<file path="src/tlia_pkg.sv">
// Constants for the two-level interrupt aggregator.
// Assumes an 8-bit register port with 8-bit addresses.
package tlia_pkg;

  // Register offsets
  localparam logic [7:0] TLIA_OFS_GENERAL_CONTROL = 8'h00;
  localparam logic [7:0] TLIA_OFS_TX_CELL_IRQ = 8'h40;
  localparam logic [7:0] TLIA_OFS_RX_CELL_IRQ = 8'h41;
  localparam logic [7:0] TLIA_OFS_SUMMARY_IRQ = 8'h42;
  localparam logic [7:0] TLIA_OFS_SUMMARY_IRQ_EN = 8'h43;
  localparam logic [7:0] TLIA_OFS_SECTION_IRQ = 8'h44;
  localparam logic [7:0] TLIA_OFS_LINE_IRQ = 8'h45;
  localparam logic [7:0] TLIA_OFS_PATH_IRQ = 8'h46;
  localparam logic [7:0] TLIA_OFS_PROTECT_SWITCH_IRQ = 8'h47;
  localparam logic [7:0] TLIA_OFS_SECTION_IRQ_EN = 8'h48;
  localparam logic [7:0] TLIA_OFS_LINE_IRQ_EN = 8'h49;
  localparam logic [7:0] TLIA_OFS_PATH_IRQ_EN = 8'h4A;
  localparam logic [7:0] TLIA_OFS_PROTECT_SWITCH_IRQ_EN = 8'h4B;
  localparam logic [7:0] TLIA_OFS_TX_CELL_IRQ_EN = 8'h4C;
  localparam logic [7:0] TLIA_OFS_RX_CELL_IRQ_EN = 8'h4D;

  // Field positions
  localparam int TLIA_BIT_IRQ_PIN_EN = 6;
  localparam int TLIA_BIT_PARITY = 7;
  localparam int TLIA_BIT_DELIN = 7;
  localparam int TLIA_SUM_TX = 0;
  localparam int TLIA_SUM_RX = 1;
  localparam int TLIA_SUM_APS = 2;
  localparam int TLIA_SUM_ONE_SEC = 4;
  localparam int TLIA_SUM_PATH = 5;
  localparam int TLIA_SUM_LINE = 6;
  localparam int TLIA_SUM_SECTION = 7;

  // Reset values
  localparam logic [7:0] TLIA_RST_REG = 8'h00;

  // One-second reference: frame periods per second
  localparam int TLIA_FRAMES_PER_SEC = 8000;

  // First-level register count
  localparam int TLIA_NUM_L1 = 6;

endpackage

</file>
<file path="src/tlia_l1_if.sv">
// Carrier between the top and the first-level latch bank.
// Assumes both ends run on the same clock.
`timescale 1ns/100ps
`default_nettype none
interface tlia_l1_if #(parameter int W = 8);
  logic [W-1:0] set_ev;
  logic rd_clr;
  logic [W-1:0] en;
  logic [W-1:0] flags;
  logic summary;
  modport bank (input set_ev, input rd_clr, input en, output flags, output summary);
  modport ctrl (output set_ev, output rd_clr, output en, input flags, input summary);
endinterface
`default_nettype wire

</file>
<file path="src/tlia_top.sv">
// Two-level interrupt aggregator with 8-bit register port.
// Assumes reads and writes are one-cycle strobes synchronous to i_sys_clk.
`timescale 1ns/100ps
`default_nettype none
//Contract
// - Single-event bit sets on status assertion.
// - Dual-event bit sets on assert and deassert.
// - Transmit parity error sets 0x40 bit 7.
// - Delineation loss and regain set 0x41 bit 7.
// - Each interrupt bit has own enable.
// - First-level masked bits OR into summary.
// - Masked summary bits OR drive the pin.
// - Control 0x00 bit 6 gates the pin.
// - Summary bit layout fixed, bit 3 reserved.
// - Source found within two register reads.
// - First-level read clears whole register.
// - One-second bit clears on summary read.
// - Other summary bits follow first-level registers.
// - One-second output pulses once per 8000 frames.
module tlia_top
  import tlia_pkg::*;
#(
  parameter int FRAMES = TLIA_FRAMES_PER_SEC
) (
  // Clock and reset
  input wire logic i_sys_clk,
  input wire logic i_nrst,
  // Register port
  input wire logic i_reg_rd,
  input wire logic i_reg_wr,
  input wire logic [7:0] i_reg_addr,
  input wire logic [7:0] i_reg_wdata,
  output logic [7:0] o_reg_rdata,
  // Raw status from the line side
  input wire logic i_tx_parity_err,
  input wire logic i_cell_delin_loss,
  input wire logic [7:0] i_section_ev,
  input wire logic [7:0] i_line_ev,
  input wire logic [7:0] i_path_ev,
  input wire logic [7:0] i_protect_switch_ev,
  input wire logic [6:0] i_tx_cell_ev,
  input wire logic [6:0] i_rx_cell_ev,
  // Timing reference
  input wire logic i_frame_ref_in,
  input wire logic i_one_second_in,
  output logic o_one_second_out,
  // Host interrupt, open drain
  output logic o_host_irq_n,
  output logic o_host_irq_oe_n,
  // Control register, pin enable bit included
  output logic [7:0] o_general_control
);

  // Elaboration check: the frame counter is 16 bits and needs two states
  if (FRAMES < 2 || FRAMES > 65535) begin : g_bad_frames
    $error("tlia_top: FRAMES out of range");
  end

  // Index order: tx, rx, aps, path, line, section
  tlia_l1_if #(.W(8)) l1 [TLIA_NUM_L1] ();

  logic [7:0] gen_q;
  logic [7:0] sum_en_q;
  logic [7:0] en_q [TLIA_NUM_L1];
  logic one_sec_flag_q;
  logic one_sec_in_q;
  logic parity_q;
  logic delin_q;
  logic frame_q;
  logic [15:0] frame_cnt_q;
  logic [7:0] rdata_q;
  logic irq_n_q;
  logic one_sec_out_q;

  function automatic logic hit(input logic [7:0] a, input logic [7:0] ofs);
    return a == ofs;
  endfunction

  // Address decode
  wire rd_tx = i_reg_rd && hit(i_reg_addr, TLIA_OFS_TX_CELL_IRQ);
  wire rd_rx = i_reg_rd && hit(i_reg_addr, TLIA_OFS_RX_CELL_IRQ);
  wire rd_sum = i_reg_rd && hit(i_reg_addr, TLIA_OFS_SUMMARY_IRQ);
  wire rd_aps = i_reg_rd && hit(i_reg_addr, TLIA_OFS_PROTECT_SWITCH_IRQ);
  wire rd_pth = i_reg_rd && hit(i_reg_addr, TLIA_OFS_PATH_IRQ);
  wire rd_lin = i_reg_rd && hit(i_reg_addr, TLIA_OFS_LINE_IRQ);
  wire rd_sec = i_reg_rd && hit(i_reg_addr, TLIA_OFS_SECTION_IRQ);
  wire [TLIA_NUM_L1-1:0] rd_l1 = {rd_sec, rd_lin, rd_pth, rd_aps, rd_rx, rd_tx};

  // parity edge is a single event
  // parity error into tx bit 7
  wire parity_rise = i_tx_parity_err && !parity_q;
  // loss and regain into rx bit 7
  wire delin_edge = i_cell_delin_loss ^ delin_q;
  wire frame_rise = i_frame_ref_in && !frame_q;
  wire one_sec_rise = i_one_second_in && !one_sec_in_q;

  wire [7:0] set_vec [TLIA_NUM_L1];
  assign set_vec[0] = {parity_rise, i_tx_cell_ev};
  assign set_vec[1] = {delin_edge, i_rx_cell_ev};
  assign set_vec[2] = i_protect_switch_ev;
  assign set_vec[3] = i_path_ev;
  assign set_vec[4] = i_line_ev;
  assign set_vec[5] = i_section_ev;

  genvar g;
  generate
    for (g = 0; g < TLIA_NUM_L1; g++) begin : g_l1
      assign l1[g].set_ev = set_vec[g];
      assign l1[g].rd_clr = rd_l1[g];
      assign l1[g].en = en_q[g];
      tlia_l1_bank #(.W(8)) u_bank (
        .i_sys_clk(i_sys_clk),
        .i_nrst(i_nrst),
        .l1(l1[g])
      );
    end
  endgenerate

  wire [7:0] fl [TLIA_NUM_L1];
  wire [TLIA_NUM_L1-1:0] sm;
  generate
    for (g = 0; g < TLIA_NUM_L1; g++) begin : g_tap
      assign fl[g] = l1[g].flags;
      assign sm[g] = l1[g].summary;
    end
  endgenerate

  // summary layout, bit 3 reads zero
  wire [7:0] summary_irq = {sm[5], sm[4], sm[3], one_sec_flag_q, 1'b0, sm[2], sm[1], sm[0]};

  wire irq_active = gen_q[TLIA_BIT_IRQ_PIN_EN] && |(summary_irq & sum_en_q);

  // one-second flag clears on summary read, set wins
  wire one_sec_flag_d = one_sec_rise || (one_sec_flag_q && !rd_sum);

  // frame counter wraps every FRAMES periods
  wire cnt_wrap = frame_cnt_q == 16'(FRAMES - 1);
  wire [15:0] frame_cnt_d = frame_rise ? (cnt_wrap ? 16'h0000 : frame_cnt_q + 16'h0001) : frame_cnt_q;
  wire one_sec_out_d = frame_rise ? cnt_wrap : one_sec_out_q;

  // Read mux, unmapped addresses read zero
  // summary then one register
  logic [7:0] rmux;
  always_comb begin
    rmux = 8'h00;
    case (i_reg_addr)
      TLIA_OFS_GENERAL_CONTROL: rmux = gen_q;
      TLIA_OFS_TX_CELL_IRQ: rmux = fl[0];
      TLIA_OFS_RX_CELL_IRQ: rmux = fl[1];
      TLIA_OFS_PROTECT_SWITCH_IRQ: rmux = fl[2];
      TLIA_OFS_PATH_IRQ: rmux = fl[3];
      TLIA_OFS_LINE_IRQ: rmux = fl[4];
      TLIA_OFS_SECTION_IRQ: rmux = fl[5];
      TLIA_OFS_SUMMARY_IRQ: rmux = summary_irq;
      TLIA_OFS_SUMMARY_IRQ_EN: rmux = sum_en_q;
      TLIA_OFS_TX_CELL_IRQ_EN: rmux = en_q[0];
      TLIA_OFS_RX_CELL_IRQ_EN: rmux = en_q[1];
      TLIA_OFS_PROTECT_SWITCH_IRQ_EN: rmux = en_q[2];
      TLIA_OFS_PATH_IRQ_EN: rmux = en_q[3];
      TLIA_OFS_LINE_IRQ_EN: rmux = en_q[4];
      TLIA_OFS_SECTION_IRQ_EN: rmux = en_q[5];
      default: rmux = 8'h00;
    endcase
  end

  // Edge detect and timing state
  always_ff @(posedge i_sys_clk or negedge i_nrst) begin
    if (!i_nrst) begin
      parity_q <= 1'b0;
      delin_q <= 1'b0;
      frame_q <= 1'b0;
      one_sec_in_q <= 1'b0;
      frame_cnt_q <= 16'h0000;
      one_sec_out_q <= 1'b0;
      one_sec_flag_q <= 1'b0;
    end else begin
      parity_q <= i_tx_parity_err;
      delin_q <= i_cell_delin_loss;
      frame_q <= i_frame_ref_in;
      one_sec_in_q <= i_one_second_in;
      frame_cnt_q <= frame_cnt_d;
      one_sec_out_q <= one_sec_out_d;
      one_sec_flag_q <= one_sec_flag_d;
    end
  end

  // Writable control and enables
  always_ff @(posedge i_sys_clk or negedge i_nrst) begin
    if (!i_nrst) begin
      gen_q <= TLIA_RST_REG;
      sum_en_q <= TLIA_RST_REG;
      for (int k = 0; k < TLIA_NUM_L1; k++) en_q[k] <= TLIA_RST_REG;
    end else if (i_reg_wr) begin
      case (i_reg_addr)
        TLIA_OFS_GENERAL_CONTROL: gen_q <= i_reg_wdata;
        TLIA_OFS_SUMMARY_IRQ_EN: sum_en_q <= i_reg_wdata;
        TLIA_OFS_TX_CELL_IRQ_EN: en_q[0] <= i_reg_wdata;
        TLIA_OFS_RX_CELL_IRQ_EN: en_q[1] <= i_reg_wdata;
        TLIA_OFS_PROTECT_SWITCH_IRQ_EN: en_q[2] <= i_reg_wdata;
        TLIA_OFS_PATH_IRQ_EN: en_q[3] <= i_reg_wdata;
        TLIA_OFS_LINE_IRQ_EN: en_q[4] <= i_reg_wdata;
        TLIA_OFS_SECTION_IRQ_EN: en_q[5] <= i_reg_wdata;
        default: gen_q <= gen_q;
      endcase
    end
  end

  // Registered outputs; read data captured in the cycle of the strobe
  // pin low while interrupt active
  always_ff @(posedge i_sys_clk or negedge i_nrst) begin
    if (!i_nrst) begin
      rdata_q <= 8'h00;
      irq_n_q <= 1'b1;
    end else begin
      rdata_q <= i_reg_rd ? rmux : rdata_q;
      irq_n_q <= !irq_active;
    end
  end

  assign o_reg_rdata = rdata_q;
  assign o_host_irq_n = irq_n_q;
  // Open drain: enable low only while pulling low
  assign o_host_irq_oe_n = irq_n_q;
  assign o_one_second_out = one_sec_out_q;
  assign o_general_control = gen_q;

endmodule
`default_nettype wire

</file>
<file path="src/tlia_l1_bank.sv">
// One first-level interrupt register with its enable mask.
// Assumes event pulses and read strobe are synchronous to the clock.
`timescale 1ns/100ps
`default_nettype none
module tlia_l1_bank
  import tlia_pkg::*;
#(
  parameter int W = 8
) (
  // Clock and reset
  input wire logic i_sys_clk,
  input wire logic i_nrst,
  // Link to the top
  tlia_l1_if.bank l1
);

  // Elaboration check: the carrier holds at most one byte
  if (W < 1 || W > 8) begin : g_bad_width
    $error("tlia_l1_bank: width must be 1..8");
  end

  logic [W-1:0] flags_q;
  logic [W-1:0] flags_d;

  // set wins over a same-cycle read clear
  assign flags_d = (l1.rd_clr ? '0 : flags_q) | l1.set_ev;

  always_ff @(posedge i_sys_clk or negedge i_nrst) begin
    if (!i_nrst) begin
      flags_q <= '0;
    end else begin
      flags_q <= flags_d;
    end
  end

  assign l1.flags = flags_q;
  assign l1.summary = |(flags_q & l1.en);

endmodule
`default_nettype wire

</file>
<file path="config.mk">
export PLATFORM = sky130hd
export DESIGN_NAME = tlia_top
export DESIGN_NICKNAME = d
export VERILOG_FILES = /design/src/tlia_pkg.sv /design/src/tlia_l1_if.sv /design/src/tlia_top.sv /design/src/tlia_l1_bank.sv
export SDC_FILE = /design/constraint.sdc
export NUM_CORES = 1
export LEC_CHECK = 0
export BUFFER_PORTS_ARGS = -buffer_cell sky130_fd_sc_hd__buf_2
export CAP_MARGIN = 15
export CORE_UTILIZATION = 40
export DETAILED_ROUTE_END_ITERATION = 8
export PLACE_DENSITY = 0.65
export SLEW_MARGIN = 20
export SYNTH_ARGS = -nofsm -noshare
export SYNTH_HDL_FRONTEND = slang
export SYNTH_HIERARCHICAL = 1
export SYNTH_SLANG_ARGS = --single-unit
</file>
<file path="constraint.sdc">
create_clock -name i_sys_clk -period 2 [get_ports i_sys_clk]
set_input_delay 0.3 -clock i_sys_clk [delete_from_list [all_inputs] [get_ports i_sys_clk]]
set_output_delay 0.3 -clock i_sys_clk [all_outputs]
set_load 0.01 [all_outputs]
</file>
==> out/qor.csv, run 1 <==
stage;metric;value;unit
global_route;GRT overflow;0;
cells_and_area;ant diodes;0;
synthesis;sequential share of the synthesized area;51.6;%
synthesis;number of synthesized flops with an enable pin;0;
timing;minimum clock period;1980;ps
detailed_routing;WL final;23.4;mm
synthesis;Cell Area, Synth;0.00693;mm²
global_route;pin count of the biggest net entering global routing;49;
power;Leak Pwr;4.06;nW
power;sw power;0.00187;W
detailed_routing;first drt pass iteration count;5;
synthesis;Synth Warn #;6;
timing;final period utilization;98.9;%
die;Initial Util;41.4;%
timing;Hold Violations, Final;0;
timing;setup TNS;0;ps
clocking;CTS tree;built;
clocking;Sink Count;143;
cells_and_area;most frequent cells in the layout;dfrtp_1 (142), buf_2 (87), buf_4 (86);
min_path;worst hold path class;input port to flop;
clocking;CTS root buffer;clkbuf_16;
cells_and_area;layout cells sized above 1;41.2;%
timing;RSZ-0062 raised after global routing;yes;
synthesis;Synth Register Bits;143;
synthesis;top area cells in the synthesized netlist;dfrtp_1 (51%), mux2_2 (10%), a21o_1 (4.7%);
power;Worst IR Drop VDD;601;µV
synthesis;ys flop type;dfrtp_1;
timing;fin. max-slew vios;0;
job;Max Cap Viol;0;
placed_design;Post-DP HPWL;17.8;mm
timing;Least-Margin Pin Slew;570;ps
die;Die ar.;0.0179;mm²
cells_and_area;Fillers;1459;
die;row cnt;47;
timing;Max Clock Freq;506;MHz
placed_design;routability cong.;0.985;
critical_path;CP required;2290;ps
cells_and_area;most common cell after layout, fill and taps aside;dfrtp_1;
timing;Final Skew;12.6;ps
synthesis;area leader, netlist;dfrtp_1;
global_route;initial antenna violation count;1;
detailed_routing;DRC Markers;0;
critical_path;Arr. time, crit path;2270;ps
synthesis;post-synth top area share;51.3;%
power;Clk pwr share;46.6;%
min_path;WHS Path Cells;2;
clocking;cts bufs inserted;17;
global_route;vias in the first global route;5957;
power;Gate power share;10.9;%
global_route;first-pass GRT wire length;36.2;mm
critical_path;Worst Setup End Kind;flop;
die;Ports;89;
timing;Setup-failing EPs final;0;
timing;Slew headroom;61.8;%
clocking;H-Tree Depth;4;
detailed_routing;vias per inst;5.77;
critical_path;CP max FO;2;
die;overall die height;134;µm
synthesis;syn_nets;651;
synthesis;average size of a mapped cell;12.0;µm²
synthesis;Async SR Flop Fraction;100;%
detailed_routing;Routed WL per cell;23.5;µm
power;Switching Share;25.4;%
detailed_routing;via count;5738;
global_route;overall routing resource usage;27.9;%
power;power consumption;0.00736;W
die;Core Region;0.0168;mm²
cells_and_area;Area Overhead vs Synth;30.3;%
placed_design;Buffers on Ports;88;
power;Pwr per Cell Area;814;mW/mm²
critical_path;worst reg-to-reg path cell count;6;
critical_path;Worst Setup Path Type;flop to flop;
critical_path;launching element type of the critical path;flop;
power;cell-internal power;0.00549;W
clocking;Reg clk slew, reported paths;70;ps
detailed_routing;antenna viol nets, final;0;
power;register share of total power;42.6;%
clocking;Max Buffers Root-to-Sink;2;
cells_and_area;nets@finish;834;
synthesis;Mapped Cells;580;
detailed_routing;1st-iter DRT viols;468;
run_status;status;completed;
clocking;Clock Latency Late Sink;430;ps
die;Die Wd;134;µm
synthesis;synth unique cells;65;
## critical path, stage by stage (launching register included)
cell     delay, ps
dfrtp_1        410
a22oi_2        200
nand4_1        240
mux4_2         520
and2_4         150
o21ai_2        210
a31oi_1        120
## power by group through the flow
stage	registers [W]	logic (W)	clock network, W
final	0.00313	0.000799	0.00343
after global routing	0.00314	0.000860	0.00360
after CTS	0.00312	0.000772	0.00348
after detailed placement	0.00318	0.000760	0
after global placement	0.00317	0.000749	0
after floorplan	0.00314	0.000349	0
## flip-flops by register name, indices dropped and copies added, names as in the netlist
name / count
g_l1.u_bank/l1.flags: 48
l1.en: 48
frame_cnt_q: 16
o_general_control: 8
o_reg_rdata: 8
sum_en_q: 8
delin_q: 1
frame_q: 1
o_host_irq_n: 1
o_one_second_out: 1
one_sec_flag_q: 1
one_sec_in_q: 1
parity_q: 1
## synthesized netlist by cell type (4+ instances only)
library cell / n
dfrtp_1: 142
mux2_2: 64
a21o_1: 43
a22oi_1: 35
nand2_1: 27
nor2_1: 22
o21ai_0: 17
a21oi_1: 13
mux2i_1: 13
nand3_1: 12
nor2b_1: 12
buf_2: 11
nand4_1: 10
a22o_1: 8
mux2_4: 8
and3_1: 7
nor3_1: 7
a21o_2: 6
and2_1: 6
clkbuf_1: 6
inv_2: 6
o2bb2ai_1: 6
xor2_1: 6
inv_1: 5
nand2b_1: 5
or3_1: 5
xnor2_1: 5
a221oi_1: 4
a31oi_1: 4
a32oi_1: 4
buf_4: 4
nand2_2: 4
## cell families after synthesis
logic type | share of synthesized area [%]
flip-flops | 51.6
XOR/XNOR | 1.39
buffers and inverters | 2.65
AO/OA/AOI/OAI | 17.3
AND/OR/NAND/NOR | 11.7
adder cells (fa/ha/maj) | 0.180
multiplexers | 15.1
## metal layers
layer | share of wire, % | vias to the layer above | global-route usage (%)
li1 | - | 2560 | -
met1 | 44 | 2872 | 38.0
met2 | 45 | 247 | 42.7
met3 | 6.0 | 59 | 5.06
met4 | 4.5 | 0 | 13.8
met5 | 0 | - | 0
## area by class of cell
type	count	area (µm²)	area share [%]
Multi-Input combinational cell	402	3200	35.4
Clock inverter	14	208	2.30
Tap cell	220	275	3.05
Inverter	12	45.0	0.499
Sequential cell	143	3580	39.6
Clock buffer	17	425	4.71
Timing Repair Buffer	187	1300	14.4
## repair_timing
action                                 in CTS  in global routing
pin swaps                                   4                  7
gates resized for setup                     3                  6
endpoints found under the hold margin      47                  0
setup endpoints to repair                   1                  5
hold buffers                                5                  0
buffers inserted                            0                  3
## final timing paths
| path | to | slack (ps) | startpoint |
|---|---|---|---|
| min in group asynchronous | g_l1[5].u_bank/l1.flags[2] | 390 | i_nrst |
| worst max register to register | o_reg_rdata[1] | 20 | l1[1].en[4] |
| worst max-delay path | o_reg_rdata[1] | 20 | l1[1].en[4] |
| max in group asynchronous | g_l1[4].u_bank/l1.flags[1] | 970 | i_nrst |
| worst min-delay path | g_l1[1].u_bank/l1.flags[3] | 40 | i_rx_cell_ev[3] |
| worst min register to register | one_sec_flag_q | 430 | one_sec_in_q |
## metrics by stage
| step | std cells | area [µm²] | worst slack (ps) | hold slack (ps) | util (%) |
|---|---|---|---|---|---|
| floorplan | 580 | 6930 | 168 | 4.41 | - |
| detailed placement | 957 | 8310 | -85.0 | 280 | 49.6 |
| global route | 995 | 9030 | -9.31 | 30.4 | 53.9 |
| finish | 995 | 9030 | 22.4 | 42.0 | 53.9 |
| CTS | 993 | 9000 | 14.3 | 27.5 | 53.7 |
| global placement | 957 | 8310 | -142 | 276 | 49.6 |
Note: power is estimated with default switching activity, not from simulation.
==> run 2: changes to the inputs <==
--- a/config.mk
+++ b/config.mk
@@ -7,6 +7,7 @@
 export LEC_CHECK = 0
 export BUFFER_PORTS_ARGS = -buffer_cell sky130_fd_sc_hd__buf_2
 export CAP_MARGIN = 15
+export CORE_ASPECT_RATIO = 1.4
 export CORE_UTILIZATION = 40
 export DETAILED_ROUTE_END_ITERATION = 8
 export PLACE_DENSITY = 0.65
==> run 2 against run 1 <==
Against the previous run:
- clock power shrank 11%
- sequential power is essentially flat
- cell area increased by 0.60%
- non-clock buffer count grew 16
- final cell count rose by 2.9%
- count of clock-buffer cells in the layout grew 2
- maximum frequency is 3.7% higher
- worst setup slack better by 70 ps
- combinational power increased by 4.4%
- worst hold slack gained 1.3 ps
- critical path depth is 1 higher
- sequential cell count unchanged
- critical path type unchanged
- highest routed layer unchanged
==> out/qor.csv, run 2 (synthesis results as in run 1) <==
stage;metric;value;unit;change
run_status;status;completed;;
placed_design;Placed Area;0.00840;mm²;+1.1%
power;Pwr per Cell Area;771;mW/mm²;-5.3%
critical_path;Critical Path Stages;7;;+1
clocking;CTS tree;built;;
timing;Hold WS;43.2;ps;+1.28 ps
critical_path;launching element type of the critical path;flop;;
critical_path;worst r2r src;l1[1].en[6];;
critical_path;worst reg2reg setup slack;90;ps;+70 ps
global_route;GRT overflow;0;;unchanged
cells_and_area;most frequent cells in the layout;dfrtp_1 (142), buf_4 (104), buf_2 (87);;
detailed_routing;1st-iter DRT viols;366;;-22%
detailed_routing;WL final;24.1;mm;+3.0%
cells_and_area;Fillers;1503;;+3.0%
cells_and_area;ant diodes;0;;unchanged
timing;minimum clock period;1910;ps;-70.4 ps
cells_and_area;nets@finish;850;;+1.9%
clocking;cts bufs inserted;17;;unchanged
critical_path;FF-to-FF End;o_reg_rdata[1];;
global_route;initial antenna violation count;0;;-1
placed_design;placed cell count;983;;+2.7%
timing;final period utilization;95.4;%;-3.5 points
critical_path;worst reg-to-reg path cell count;7;;+1
critical_path;Buffers & Inverters on Critical Path;1;;+1
cells_and_area;most common cell after layout, fill and taps aside;dfrtp_1;;
die;Initial Util;41.1;%;-0.31 points
critical_path;CP max FO;2;;unchanged
timing;Max Clock Freq;524;MHz;+3.7%
timing;Final Skew;8.44;ps;-4.12 ps
detailed_routing;vias per inst;5.63;;-2.4%
min_path;WHS Path Cells;2;;unchanged
die;Die ar.;0.0179;mm²;about the same
cells_and_area;final core utilization;53.8;%;-0.085 points
critical_path;Arr. time, crit path;2200;ps;-70 ps
power;Leak Pwr;4.10;nW;+1.0%
job;Max Cap Viol;0;;unchanged
clocking;Max Buffers Root-to-Sink;2;;unchanged
global_route;overall routing resource usage;28.6;%;+0.73 points
critical_path;CP required;2290;ps;about the same
placed_design;Buffers on Ports;88;;unchanged
clocking;Sink Count;143;;unchanged
detailed_routing;Routed WL per cell;23.6;µm;+0.12%
min_path;min-delay src;i_section_ev[1];;
global_route;pin count of the biggest net entering global routing;56;;+14%
clocking;Reg clk slew, reported paths;70;ps;about the same
critical_path;Worst path max stage delay;520;ps;about the same
global_route;vias in the first global route;6016;;+0.99%
timing;Slew headroom;71.1;%;+9.3 points
die;Die Wd;113;µm;-15%
die;row cnt;56;;+19%
clocking;Clock Latency Late Sink;430;ps;about the same
timing;setup TNS;0;ps;unchanged
critical_path;Worst Setup End Kind;flop;;
clocking;CTS root buffer;clkbuf_16;;
clocking;H-Tree Depth;4;;unchanged
detailed_routing;antenna viol nets, final;0;;unchanged
critical_path;crit-path cells;a22oi_2 > nand4_1 > mux4_2 > and2_4 > o21ai_2 > buf_4 > a31oi_1;;
critical_path;CP delay by family, top;multiplexers;;
placed_design;routability cong.;0.942;;-4.3%
cells_and_area;Area Overhead vs Synth;31.1;%;
die;overall die height;158;µm;+18%
min_path;worst hold path class;input port to flop;;
timing;Hold Violations, Final;0;;unchanged
min_path;worst hold endpoint;g_l1[5].u_bank/l1.flags[1];;
timing;fin. max-slew vios;0;;unchanged
detailed_routing;DRC Markers;0;;unchanged
critical_path;CP max-delay cell;mux4_2;;
detailed_routing;first drt pass iteration count;5;;unchanged
power;Worst IR Drop VDD;539;µV;-10%
cells_and_area;layout cells sized above 1;42.6;%;+1.4 points
die;Ports;89;;unchanged
detailed_routing;via count;5766;;+0.49%
critical_path;Worst Setup Path Type;flop to flop;;
timing;Least-Margin Pin Slew;431;ps;-139 ps
placed_design;Post-DP HPWL;18.8;mm;+5.1%
die;Core Region;0.0169;mm²;+0.75%
cells_and_area;Design Area, Final;0.00909;mm²;+0.60%
timing;Setup-failing EPs final;0;;unchanged
cells_and_area;fin cells;1024;;+2.9%
global_route;first-pass GRT wire length;36.4;mm;+0.48%
## run 2: cell types whose count changed in the layout (fill, tap and decap cells not counted)
cell	previous run	this run
clkinvlp_4	1	3
inv_6	3	6
clkinv_4	3	2
a221oi_1	4	3
buf_12	8	6
inv_8	2	0
a211oi_1	3	2
a2111oi_2	0	1
a211oi_2	0	1
clkbuf_1	0	2
a221oi_2	0	1
buf_4	86	104
bufinv_16	4	1
a2111oi_1	1	0
## run 2: worst max path at each step
stage | from | to
floorplan | i_reg_addr[5] | sum_en_q[0]
global placement | i_reg_addr[5] | o_reg_rdata[7]
detailed placement | i_reg_addr[5] | o_reg_rdata[7]
CTS | g_l1[1].u_bank/l1.flags[6] | o_reg_rdata[1]
global route | l1[1].en[4] | o_reg_rdata[4]
finish | l1[1].en[6] | o_reg_rdata[1]
## run 2: metrics by stage
stage | power (W) | setup WS (ps)
after floorplan | 0.00349 | 168
after global placement | 0.00395 | -140
after detailed placement | 0.00398 | -128
after CTS | 0.00705 | 25.2
after global routing | 0.00727 | -0.185
final | 0.00701 | 92.9
## run 2: worst register-to-register path, cell delays in order, from the launching register on
cell,delay [ps]
dfrtp_1,390
a22oi_2,200
nand4_1,220
mux4_2,520
and2_4,170
o21ai_2,100
buf_4,120
a31oi_1,70
## run 2: layout make-up
type / count / area (µm²) / share of cell area (%)
clock buffer: 19 / 433 / 4.76
clock inverter: 13 / 128 / 1.40
inverter: 12 / 45.0 / 0.496
multi-input combinational: 402 / 3210 / 35.4
sequential: 143 / 3580 / 39.4
tap: 232 / 290 / 3.19
timing repair buffer: 203 / 1400 / 15.4
## run 2: routing by layer
layer | global-route usage (%) | share of wire, % | vias to the layer above
met5 | 0 | 0 | -
met4 | 15.9 | 5.5 | 0
met3 | 5.13 | 5.2 | 60
met2 | 48.8 | 49 | 225
met1 | 34.1 | 40 | 2872
li1 | - | - | 2609
## run 2: timing repair
item	4_1_cts	5_1_grt
endpoints found under the setup margin	1	5
setup buffers	0	4
hold buffers	5	0
pin swaps	1	6
endpoints found under the hold margin	26	0
resized for setup	3	9
## run 2: where the power goes
group          switching, W  internal (W)
sequential         0.000112       0.00301
combinational      0.000444      0.000390
clock               0.00132       0.00173
total               0.00187       0.00513
==> run 3: changes to the inputs <==
--- a/config.mk
+++ b/config.mk
@@ -10,7 +10,7 @@
 export CORE_ASPECT_RATIO = 1.4
 export CORE_UTILIZATION = 40
 export DETAILED_ROUTE_END_ITERATION = 8
-export PLACE_DENSITY = 0.65
+export PLACE_DENSITY_LB_ADDON = 0.3
 export SLEW_MARGIN = 20
 export SYNTH_ARGS = -nofsm -noshare
 export SYNTH_HDL_FRONTEND = slang
==> run 3 against run 2 <==
Against the previous run:
- die area did not move
- sequential share of layout area fell by 0.57 points
- sequential power hardly changed
- via count is 2.7% higher
- non-clock buffer count is 16 higher
- combinational power is 2.4% higher
- global-route usage is 0.11 points lower
- critical path depth unchanged
- clock skew increased by 1.1 ps
- maximum frequency down 2.0%
- final cell count rose by 1.6%
==> out/qor.csv, run 3 (synthesis results as in run 1) <==
stage;metric;value;unit;change
run_status;status;completed;;
critical_path;Worst Setup End Kind;flop;;
die;Initial Util;41.1;%;unchanged
power;power consumption;0.00707;W;+0.89%
cells_and_area;Sequential Area;0.00358;mm²;unchanged
global_route;initial antenna violation count;0;;unchanged
power;Pwr per Cell Area;767;mW/mm²;-0.56%
die;Die Wd;113;µm;unchanged
placed_design;routability cong.;0.957;;+1.6%
clocking;Sink Count;143;;unchanged
min_path;WHS Path Cells;2;;unchanged
critical_path;Arr. time, crit path;2260;ps;+60 ps
job;Max Cap Viol;0;;unchanged
timing;Least-Margin Pin Slew;582;ps;+151 ps
cells_and_area;most common cell after layout, fill and taps aside;dfrtp_1;;
timing;Hold Violations, Final;0;;unchanged
power;Switching Share;26.7;%;-0.047 points
power;sw power;0.00189;W;+0.71%
global_route;overall routing resource usage;28.5;%;-0.11 points
cells_and_area;nets@finish;866;;+1.9%
power;register share of total power;44.2;%;-0.3 points
placed_design;Post-DP HPWL;18.5;mm;-1.2%
clocking;CTS tree;built;;
timing;Final Skew;9.57;ps;+1.13 ps
detailed_routing;via count;5919;;+2.7%
placed_design;Buffers on Ports;88;;unchanged
detailed_routing;Routed WL per cell;23.0;µm;-2.5%
cells_and_area;layout cells sized above 1;43.7;%;+1.1 points
critical_path;launching element type of the critical path;flop;;
cells_and_area;Area Overhead vs Synth;33.0;%;
die;Core Region;0.0169;mm²;unchanged
timing;Slew headroom;61.0;%;-10 points
timing;final period utilization;97.3;%;+1.9 points
clocking;Clock Latency Late Sink;430;ps;about the same
clocking;H-Tree Depth;4;;unchanged
timing;Setup-failing EPs final;0;;unchanged
timing;fin. max-slew vios;0;;unchanged
detailed_routing;1st-iter DRT viols;438;;+20%
detailed_routing;antenna viol nets, final;0;;unchanged
clocking;CTS root buffer;clkbuf_16;;
cells_and_area;multi-input logic area;0.00322;mm²;+0.35%
cells_and_area;ant diodes;0;;unchanged
global_route;pin count of the biggest net entering global routing;51;;-8.9%
global_route;first-pass GRT wire length;36.7;mm;+0.82%
min_path;worst hold path class;input port to flop;;
timing;minimum clock period;1950;ps;+38.3 ps
power;Worst IR Drop VDD;462;µV;-14%
clocking;cts bufs inserted;17;;unchanged
power;Gate power share;12.1;%;+0.2 points
critical_path;Buffers & Inverters on Critical Path;0;;-1
critical_path;Worst Setup Path Type;flop to flop;;
clocking;Reg clk slew, reported paths;70;ps;about the same
detailed_routing;first drt pass iteration count;5;;unchanged
global_route;vias in the first global route;6229;;+3.5%
die;Ports;89;;unchanged
timing;RSZ-0062 raised after global routing;no;;
placed_design;Placed Area;0.00851;mm²;+1.3%
critical_path;crit-path cells;a22oi_2 > nand4_1 > nor3b_1 > o21ai_1 > a21oi_1 > a211o_1 > a221o_1;;
die;row cnt;56;;unchanged
power;Leak Pwr;4.18;nW;+1.9%
die;overall die height;158;µm;unchanged
power;Clk pwr share;43.7;%;about the same
critical_path;Critical Path Stages;7;;unchanged
critical_path;CP max FO;2;;unchanged
cells_and_area;Design Area, Final;0.00922;mm²;+1.5%
critical_path;CP required;2310;ps;+20 ps
critical_path;CP max-delay cell;dfrtp_1;;
power;cell-internal power;0.00518;W;+0.95%
detailed_routing;vias per inst;5.69;;+1.1%
critical_path;Worst path max stage delay;400;ps;-120 ps
cells_and_area;most frequent cells in the layout;dfrtp_1 (142), buf_4 (121), buf_2 (87);;
critical_path;worst reg-to-reg path cell count;7;;unchanged
timing;Max Clock Freq;514;MHz;-2.0%
critical_path;CP delay by family, top;compound AO/OA/AOI/OAI gates;;
detailed_routing;WL final;23.9;mm;-0.93%
cells_and_area;Fillers;1493;;-0.67%
detailed_routing;DRC Markers;0;;unchanged
die;Die ar.;0.0179;mm²;unchanged
global_route;GRT overflow;0;;unchanged
clocking;Max Buffers Root-to-Sink;2;;unchanged
run 3: path summary, 6_finish.rpt:
| kind | startpoint | endpoint | slack [ps] |
|---|---|---|---|
| setup / recovery | l1[4].en[4] | o_reg_rdata[6] | 50 |
| hold / removal | i_tx_cell_ev[5] | g_l1[0].u_bank/l1.flags[5] | 40 |
| setup reg to reg | l1[4].en[4] | o_reg_rdata[6] | 50 |
| hold reg to reg | one_sec_in_q | one_sec_flag_q | 460 |
| max in group asynchronous | i_nrst | g_l1[2].u_bank/l1.flags[1] | 960 |
| min in group asynchronous | i_nrst | g_l1[0].u_bank/l1.flags[3] | 380 |
run 3: power groups by stage:
| stage | registers (W) | clock network (W) | logic (W) |
|---|---|---|---|
| floorplan | 0.00314 | 0 | 0.000349 |
| global placement | 0.00316 | 0 | 0.000783 |
| detailed placement | 0.00317 | 0 | 0.000803 |
| CTS | 0.00312 | 0.00314 | 0.000823 |
| global route | 0.00314 | 0.00326 | 0.000921 |
| finish | 0.00312 | 0.00309 | 0.000854 |
run 3: per-layer routing:
metal,vias to the layer above,global-route usage (%),share of wire [%]
li1,2629,-,-
met1,2998,33.2,39
met2,236,48.7,50
met3,56,5.40,5.0
met4,0,17.1,5.5
met5,-,0,0
run 3: repair_timing:
action / CTS / global route
hold endpoints to repair: 51 / 0
pin swaps: 1 / 6
setup buffers: 1 / 3
hold buffers: 5 / 0
gates cloned: 0 / 0
resized for setup: 2 / 10
endpoints found under the setup margin: 3 / 5
run 3: metrics by stage:
stage | hold slack, ps | std cells | setup TNS, ps | setup slack (ps) | utilization (%)
after floorplan | 4.41 | 580 | 0 | 168 | -
after global placement | 280 | 999 | -1730 | -120 | 50.4
after detailed placement | 288 | 999 | -4130 | -144 | 50.4
after CTS | 28.2 | 1037 | 0 | 1.56 | 54.2
after global routing | 32.4 | 1040 | 0 | 2.64 | 54.6
final | 44.3 | 1040 | 0 | 54.6 | 54.6
run 3: area by class of cell:
cell class                      instances  share of cell area [%]
Tap cell                              232                    3.15
Sequential cell                       143                    38.8
Clock buffer                           19                    4.80
Inverter                               12                   0.489
Timing Repair Buffer                  219                    16.3
Clock inverter                         13                    1.43
Multi-Input combinational cell        402                    35.0
